$ cat src/core/cicr_pkg.sv
// Shared constants and types of the multichannel CIC rate-change filter.
// Assumes one master clock; included by the filter and by the bench.
package cicr_pkg;

    // ==================================================================
    // Build limits and defaults
    localparam int RATE_W           = 11;
    localparam int DIR_DECIMATE     = 0;
    localparam int DIR_INTERPOLATE  = 1;
    localparam int SLOTS_MIN        = 1;
    localparam int SLOTS_MAX        = 64;
    localparam int SLOTS_DEF        = 1;
    localparam int IF_MIN           = 1;
    localparam int IF_MAX           = 32;
    localparam int IF_DEF           = 1;
    localparam int CHAN_MAX         = 64;
    localparam int MEM_LIMIT_MAX    = 1024;
    localparam int MEM_LIMIT_DEF    = 0;
    localparam int DIN_W_DEF        = 18;
    localparam int DOUT_W_DEF       = 18;
    localparam int STAGES_DEF       = 4;
    localparam int RATE_DEF         = 4;
    localparam int RATE_MIN         = 2;
    localparam int RATE_MAX_DEF     = 5;
    localparam int RATE_LIMIT       = 1024;
    localparam int LARGE_MEM_EXTRA  = 1;

    // ==================================================================
    // Types
    typedef enum logic [1:0]
    {
        CICR_ST_CLEAR = 2'b01,
        CICR_ST_RUN   = 2'b10
    } cicr_state_t;

    typedef struct packed
    {
        logic              we;
        logic [RATE_W-1:0] value;
    } cicr_rate_cfg_t;

endpackage

$ cat src/core/cicr_filter.sv
// Multichannel CIC decimator or interpolator with time-shared slots.
// Assumes inputs synchronous to core_clk and a source that obeys the strobes.
`timescale 1ns/1ps
`default_nettype none

module cicr_filter
#(
    parameter int FILTER_DIRECTION      = cicr_pkg::DIR_DECIMATE,
    parameter int IF_NUM                = cicr_pkg::IF_DEF,
    parameter int SLOTS                 = cicr_pkg::SLOTS_DEF,
    parameter int DIN_W                 = cicr_pkg::DIN_W_DEF,
    parameter int DOUT_W                = cicr_pkg::DOUT_W_DEF,
    parameter int STAGES                = cicr_pkg::STAGES_DEF,
    parameter int R_RATE                = cicr_pkg::RATE_DEF,
    parameter int VAR_RATE              = 0,
    parameter int VAR_R_MAX             = cicr_pkg::RATE_MAX_DEF,
    parameter int RAM_PERMIT            = 0,
    parameter int SMALL_MEM_DEPTH_LIMIT = cicr_pkg::MEM_LIMIT_DEF,
    parameter int USE_STROBE            = 1,
    parameter int USE_EARLY_READY       = 1,
    localparam int IN_LANES  = (FILTER_DIRECTION == cicr_pkg::DIR_INTERPOLATE) ? 1 : IF_NUM,
    localparam int OUT_LANES = (FILTER_DIRECTION == cicr_pkg::DIR_INTERPOLATE) ? IF_NUM : 1
)
(
    // Clock and resets
    input  wire logic                              core_clk,
    input  wire logic                              rst_b,
    input  wire logic                              sync_rst,
    // Sample input
    input  wire logic [DIN_W*IN_LANES-1:0]         din,
    input  wire logic                              din_strobe,
    input  wire logic                              first_slot_mark_in,
    output logic                                   source_ready,
    output logic                                   ready_early_pulse,
    // Sample output
    output logic [DOUT_W*OUT_LANES-1:0]            dout,
    output logic [OUT_LANES-1:0]                   dout_valid,
    // Runtime rate factor
    input  wire cicr_pkg::cicr_rate_cfg_t          rate_cfg
);
    import cicr_pkg::*;

    // ==================================================================
    // Derived sizes
    // direction select
    localparam bit IS_INT    = (FILTER_DIRECTION == DIR_INTERPOLATE);
    localparam int CH        = IF_NUM * SLOTS;
    localparam int CW        = (CH > 1) ? $clog2(CH) : 1;
    localparam int RMAX      = (VAR_RATE == 1) ? VAR_R_MAX : R_RATE;
    localparam int W         = DIN_W + STAGES * $clog2(RMAX);
    localparam bit USE_MEM   = (RAM_PERMIT == 1);
    // small or large blocks by depth
    localparam bit MEM_SMALL = (CH <= SMALL_MEM_DEPTH_LIMIT);
    // clear stretched to one entry per cycle for memories
    localparam int CLR_LEN   = !USE_MEM ? 1 : (MEM_SMALL ? CH : CH + LARGE_MEM_EXTRA);
    localparam int CLR_W     = $clog2(CLR_LEN + 1);
    localparam logic [CLR_W-1:0]  CLR_LAST = CLR_W'(CLR_LEN - 1);
    localparam logic [RATE_W-1:0] RATE_RST = RATE_W'(R_RATE);

    // ==================================================================
    // Build checks
    // slot, interface, channel, rate, memory and width ranges
    generate
        if (SLOTS < SLOTS_MIN || SLOTS > SLOTS_MAX || IF_NUM < IF_MIN || IF_NUM > IF_MAX
            || CH > CHAN_MAX || R_RATE < RATE_MIN || RMAX > RATE_LIMIT || IF_NUM > R_RATE
            || SMALL_MEM_DEPTH_LIMIT > MEM_LIMIT_MAX || DOUT_W > W || STAGES < 1)
        begin : g_bad_config
            $error("cicr_filter: unsupported parameter combination");
        end
    endgenerate

    // ==================================================================
    // State
    typedef struct packed
    {
        cicr_state_t                        st;
        logic [CLR_W-1:0]                   clr;
        logic [RATE_W-1:0]                  rate;
        logic [RATE_W-1:0]                  rate_new;
        logic [RATE_W-1:0]                  phase;
        logic [CW-1:0]                      ch;
        logic [CW-1:0]                      ptr;
        logic                               ready;
        logic                               early;
        logic [CH-1:0][STAGES-1:0][W-1:0]   integ;
        logic [CH-1:0][STAGES-1:0][W-1:0]   cd;
        logic [CH-1:0][DOUT_W-1:0]          res;
        logic [CH-1:0]                      pend;
        logic [DOUT_W*OUT_LANES-1:0]        dout;
        logic [OUT_LANES-1:0]               vld;
    } cicr_reg_t;

    cicr_reg_t   r_q;
    cicr_reg_t   r_d;
    logic [W-1:0] x;
    logic [W-1:0] y;
    logic [W-1:0] t;
    logic [CW-1:0] s;
    logic        acc;
    logic        tick;
    logic        dump;
    int          c;

    // ==================================================================
    // Next state
    always_comb
    begin
        r_d  = r_q;
        x    = '0;
        y    = '0;
        t    = '0;
        c    = 0;
        s    = first_slot_mark_in ? '0 : r_q.ch;
        acc  = 1'b0;
        tick = 1'b0;
        dump = (r_q.phase == r_q.rate - RATE_W'(1));
        r_d.early = 1'b0;
        r_d.vld   = '0;
        if (r_q.st == CICR_ST_CLEAR)
        begin
            if (USE_MEM)
            begin
                if (int'(r_q.clr) < CH)
                begin
                    r_d.integ[r_q.clr] = '0;
                    r_d.cd[r_q.clr]    = '0;
                    r_d.pend[r_q.clr]  = 1'b0;
                end
            end
            else
            begin
                r_d.integ = '0;
                r_d.cd    = '0;
                r_d.pend  = '0;
            end
            r_d.clr = r_q.clr + CLR_W'(1);
            if (r_q.clr == CLR_LAST)
            begin
                r_d.st    = CICR_ST_RUN;
                r_d.clr   = '0;
                r_d.phase = '0;
                r_d.ch    = '0;
                r_d.ptr   = '0;
                // early pulse ahead of the first ready
                r_d.early = IS_INT && (USE_EARLY_READY == 1);
                // decimator ready once clear is over
                r_d.ready = !IS_INT;
            end
        end
        else if (!IS_INT)
        begin
            // Output scanner serialises finished channels
            r_d.ptr = (int'(r_q.ptr) == CH - 1) ? '0 : r_q.ptr + CW'(1);
            if (r_q.pend[r_q.ptr])
            begin
                r_d.dout         = r_q.res[r_q.ptr];
                r_d.vld[0]       = 1'b1;
                r_d.pend[r_q.ptr] = 1'b0;
            end
            acc = r_q.ready && (din_strobe || (USE_STROBE == 0));
            if (acc)
            begin
                for (int i = 0; i < IF_NUM; i++)
                begin
                    c = i * SLOTS + int'(s);
                    x = {{(W-DIN_W){din[i*DIN_W+DIN_W-1]}}, din[i*DIN_W +: DIN_W]};
                    for (int k = 0; k < STAGES; k++)
                    begin
                        r_d.integ[c][k] = r_q.integ[c][k] + ((k == 0) ? x : r_q.integ[c][(k>0)?k-1:0]);
                    end
                    if (dump)
                    begin
                        y = r_d.integ[c][STAGES-1];
                        for (int k = 0; k < STAGES; k++)
                        begin
                            t = y - r_q.cd[c][k];
                            r_d.cd[c][k] = y;
                            y = t;
                        end
                        r_d.res[c]  = y[W-1 -: DOUT_W];
                        r_d.pend[c] = 1'b1;
                    end
                end
                if (int'(s) == SLOTS - 1)
                begin
                    r_d.ch    = '0;
                    r_d.phase = dump ? '0 : r_q.phase + RATE_W'(1);
                    // Scanner restarts so channel 0 leads the burst
                    r_d.ptr   = dump ? '0 : r_d.ptr;
                end
                else
                begin
                    r_d.ch = s + CW'(1);
                end
            end
        end
        else
        begin
            // strobe with first-slot mark opens the frame
            tick = din_strobe && (first_slot_mark_in || r_q.ch != '0);
            if (tick)
            begin
                c = int'(s);
                if (r_q.ready)
                begin
                    y = {{(W-DIN_W){din[DIN_W-1]}}, din[DIN_W-1:0]};
                    for (int k = 0; k < STAGES; k++)
                    begin
                        t = y - r_q.cd[c][k];
                        r_d.cd[c][k] = y;
                        y = t;
                    end
                    x = y;
                end
                for (int k = 0; k < STAGES; k++)
                begin
                    r_d.integ[c][k] = r_q.integ[c][k] + ((k == 0) ? x : r_q.integ[c][(k>0)?k-1:0]);
                end
                r_d.dout[(c / SLOTS)*DOUT_W +: DOUT_W] = r_d.integ[c][STAGES-1][W-1 -: DOUT_W];
                r_d.vld[c / SLOTS] = 1'b1;
                if (c == CH - 1)
                begin
                    r_d.ch = '0;
                    if (dump)
                    begin
                        r_d.phase = '0;
                        // early pulse, ready follows next cycle
                        r_d.early = (USE_EARLY_READY == 1);
                        r_d.ready = (USE_EARLY_READY == 0);
                    end
                    else
                    begin
                        r_d.phase = r_q.phase + RATE_W'(1);
                        // ready only during the input frame
                        if (r_q.phase == '0)
                        begin
                            r_d.ready = 1'b0;
                        end
                    end
                end
                else
                begin
                    r_d.ch = CW'(c + 1);
                end
            end
        end
        // ready rises after the early pulse
        if (IS_INT && r_q.early)
        begin
            r_d.ready = 1'b1;
        end
        // rate port honoured only for variable rate
        if (VAR_RATE == 1 && rate_cfg.we)
        begin
            r_d.rate_new = rate_cfg.value;
        end
        // new rate applied by sync reset
        if (sync_rst)
        begin
            r_d.st    = CICR_ST_CLEAR;
            r_d.clr   = '0;
            r_d.ready = 1'b0;
            r_d.early = 1'b0;
            r_d.vld   = '0;
            r_d.rate  = (VAR_RATE == 1) ? r_q.rate_new : RATE_RST;
        end
    end

    // ==================================================================
    // Registers
    always_ff @(posedge core_clk or negedge rst_b)
    begin
        if (!rst_b)
        begin
            r_q          <= '0;
            r_q.st       <= CICR_ST_CLEAR;
            r_q.rate     <= RATE_RST;
            r_q.rate_new <= RATE_RST;
        end
        else
        begin
            r_q <= r_d;
        end
    end

    assign source_ready      = r_q.ready;
    assign ready_early_pulse = r_q.early;
    assign dout              = r_q.dout;
    assign dout_valid        = r_q.vld;
endmodule

`default_nettype wire

$ cat config.mk
export PLATFORM = sky130hd
export DESIGN_NAME = cicr_filter
export DESIGN_NICKNAME = d
export VERILOG_FILES = /design/src/core/cicr_pkg.sv /design/src/core/cicr_filter.sv
export SDC_FILE = /design/constraint.sdc
export NUM_CORES = 1
export LEC_CHECK = 0
export BUFFER_PORTS_ARGS = -buffer_cell sky130_fd_sc_hd__buf_2
export CAP_MARGIN = 20
export CORE_ASPECT_RATIO = 1.75
export CORE_MARGIN = 5
export CORE_UTILIZATION = 48
export CTS_BUF_LIST = sky130_fd_sc_hd__clkbuf_16
export CTS_CLUSTER_SIZE = 28
export DETAILED_ROUTE_END_ITERATION = 10
export GPL_TIMING_DRIVEN = 0
export PLACE_DENSITY = 0.7
export SLEW_MARGIN = 15
export SYNTH_ARGS = -nofsm -noshare
export SYNTH_HDL_FRONTEND = slang
export SYNTH_SLANG_ARGS = --single-unit
$ cat constraint.sdc
create_clock -name core_clk -period 13.62 [get_ports core_clk]
set_clock_uncertainty 0.15 [all_clocks]
set_input_delay 3.405 -clock core_clk [delete_from_list [all_inputs] [get_ports core_clk]]
set_output_delay 3.405 -clock core_clk [all_outputs]
set_load 0.02 [all_outputs]
==> out/qor.yml <==
sta:
  hold_viol_final: 0
  finalCritPeriodShare_pct: 70.42
  tns_ps: 0
  max_freq_mhz: 104.3
  slew_headroom_pct: 39.43
  worst_slack_ps: 4029
  post-route-min-period_ps: 9591
  rsz0062_at_grt: "false"
  tightest_slew_ps: 908.5
  finalSetupViolations: 0
  report.final.slew_viol_count: 0
placed_design:
  port_buffers: 41
  hpwlAfterDp_mm: 36.91
  placement.cell_area_um2: 19660
  gp_congestion: 0.9254
  dp_cells: 2647
  place_ws_ps: 4013
clock_tree:
  cts_tree: "built"
  postCtsHoldBufs: 0
  clk_path_buf_depth: 3
  path_clk_slew_ps: 70
  ctsRootBufferMaster: "clkbuf_16"
  cts_buffers: 27
  cts_setup_buffers: 0
  cts_resized: 0
  cts_sinks: 260
  clk_latency_ps: 550
  htreeDepth: 1
synth:
  yosys-mux-area-fraction_pct: 1.246
  synth_cell_types: 79
  synth.top_cell.area_share_pct: 34.52
  synthXorXnorAreaFrac_pct: 7.890
  seq_area_frac_synth_pct: 34.66
  synth_ff_type: "dfrtp_1"
  postSynthAreaPerCell_um2: 8.882
  synth-compound-area-share_pct: 23.78
  synth_area_leaders: "dfrtp_1, ha_1, a21oi_1"
  syn_nets: 2356
  yosysTopAreaCell: "dfrtp_1"
  synthArstFlopShare_pct: 100.0
  synth_top_family_by_area: "compound AO/OA/AOI/OAI gates"
  synthCells: 2114
  synth_edf_count: 0
  synth_warnings: 0
  yosysMostFrequentCell: "dfrtp_1"
  synth_simple_gate_area_share_pct: 13.47
  synth_area_um2: 18780
  synth_commonest_cells: "dfrtp_1, nand2_1, a21oi_1"
  synthAdderAreaFrac_pct: 14.07
  synth_seq_cells: 260
worst_setup_path:
  cp.required_ps: 13900
  cp-end-kind: "register"
  critical_path.max_stage_delay_ps: 420
  reg2reg_depth: 38
  critical-path-slowest-cell: "fa_1"
  start_kind: "register"
  critical_path_peak_fanout: 5
  path_class: "register to register"
  cp.arrival_ps: 9870
  crit_top_cell: "a21oi_1"
die:
  io_pins: 56
  die_w_um: 159.5
  die_area_um2: 43330
  rows: 96
  die_h_um: 271.6
  initial_core_util_pct: 48.24
  core_um2: 38920
status:
  status: "finished clean"
final_layout:
  fin_util_pct: 52.76
  syn_to_final_growth_pct: 9.370
  stdcell_area_um2: 20530
  nNetsFinal: 2428
  layout-drive-gt1-share_pct: 6.757
  antennaDiodeCount: 0
  final_cells: 2695
global_route:
  grt.busiest_layer: "met2"
  grt_pass1_vias: 15610
  antenna_found_initial: 0
  grt_max_degree: 101
  use_met2_pct: 41.59
  grt_use_met3_pct: 1.975
  overflow: 0
  grt_pass1_wl_mm: 75.67
  grt_use_total_pct: 20.93
  grt_util_met1_pct: 20.07
detailed_routing:
  drt_iter0_markers: 850
  routed_wl_mm: 46.95
  drt-pass1-iter-count: 5
  dr_total_vias: 15420
  antenna_left: 0
  drcViolationCount: 0
  drt-vias-per-instance: 5.720
  post_drt_wl_per_cell_um: 17.42
job:
  maxCapViolations: 0
power_and_ir_drop:
  p_per_area_nw_per_um2: 233.0
  leakagePower_uw: 0.009835
  ir_drop_mv: 0.1556
min_path:
  hold_path.class: "register to register"
  hold_depth: 2
==> final timing paths <==
check,from,slack (ps),end
max reg2reg,r_q[194]$_DFFE_PN0P_,4030,r_q[37]$_DFFE_PN0P_
max,r_q[194]$_DFFE_PN0P_,4030,r_q[37]$_DFFE_PN0P_
max in group asynchronous,rst_b,9670,r_q[42]$_DFFE_PN0P_
min reg2reg,r_q[26]$_DFFE_PN0P_,330,r_q[26]$_DFFE_PN0P_
min in group asynchronous,rst_b,2690,dout[0]$_DFFE_PN0P_
min,r_q[26]$_DFFE_PN0P_,330,r_q[26]$_DFFE_PN0P_
==> worst max-delay path, delay by kind of cell (launching register included) <==
kind | cells | cell delay (ps)
compound gates | 23 | 4900
xor+xnor | 5 | 1240
fa+ha+maj | 6 | 2030
flops | 1 | 410
simple gates | 4 | 720
==> layer usage <==
metal	wire, µm	vias up
met5	0	-
met4	3276	0
met3	1179	125
met2	25700	240
met1	16800	7403
li1	-	7648
==> cells in the final DEF, fill, tap and decap left out, types with 19 or more instances in the layout <==
master     netlist  routed
mux2_2          19      19
buf_2            0      40
o21ai_0        119     119
inv_1          140     141
a21oi_1        224     224
a211oi_1        21      21
nand2b_1        25      25
nor2_1         130     130
o21bai_1        27      27
clkbuf_16        0      27
clkbuf_1        55      55
and3_1          23      23
xnor2_1        114     114
a21o_1          72      72
buf_4           19      19
ha_1           200     200
a22o_1          98      98
dfrtp_1        259     259
nand2_1        249     249
nor3_1          30      30
nand3_1         28      28
xor2_1          46      46
nor2b_1         21      21
==> final cells by class <==
cell class,count,area [µm²]
clock inverters,21,200.2
well taps,490,613.1
inverters,140,525.5
plain buffers,84,386.6
fillers,3679,18380
clock buffers,27,675.6
multi-input cells,1630,11360
flip-flops and latches,260,6507
repair buffers,43,270.3
==> power by group <==
part / switching, µW / internal, µW / total (µW)
Combinational: 1850 / 1360 / 3210
Sequential: 23.5 / 800 / 824
Clock: 330 / 421 / 750
==> through the flow <==
| stage | total power, µW | hold slack (ps) |
|---|---|---|
| CTS | 4806 | 331.1 |
| floorplan | 3337 | 294.6 |
| detailed placement | 4026 | 316.1 |
| finish | 4784 | 325.2 |
| global placement | 3948 | 306.5 |
| global route | 5200 | 342.6 |
==> flip-flops by register name, indices dropped and copies added, names as in the netlist <==
signal        count
r_q             240
dout             18
dout_valid        1
source_ready      1
==> logic make-up after synthesis <==
kind of cell               Yosys count
AOI/OAI and AO/OA                  676
other                                1
and+or+nand+nor                    561
buffers and inverters              224
DFF                                260
adders and majority gates          207
xor gates and xnor gates           164
muxes                               21
Power figures use the tool's default switching activity.
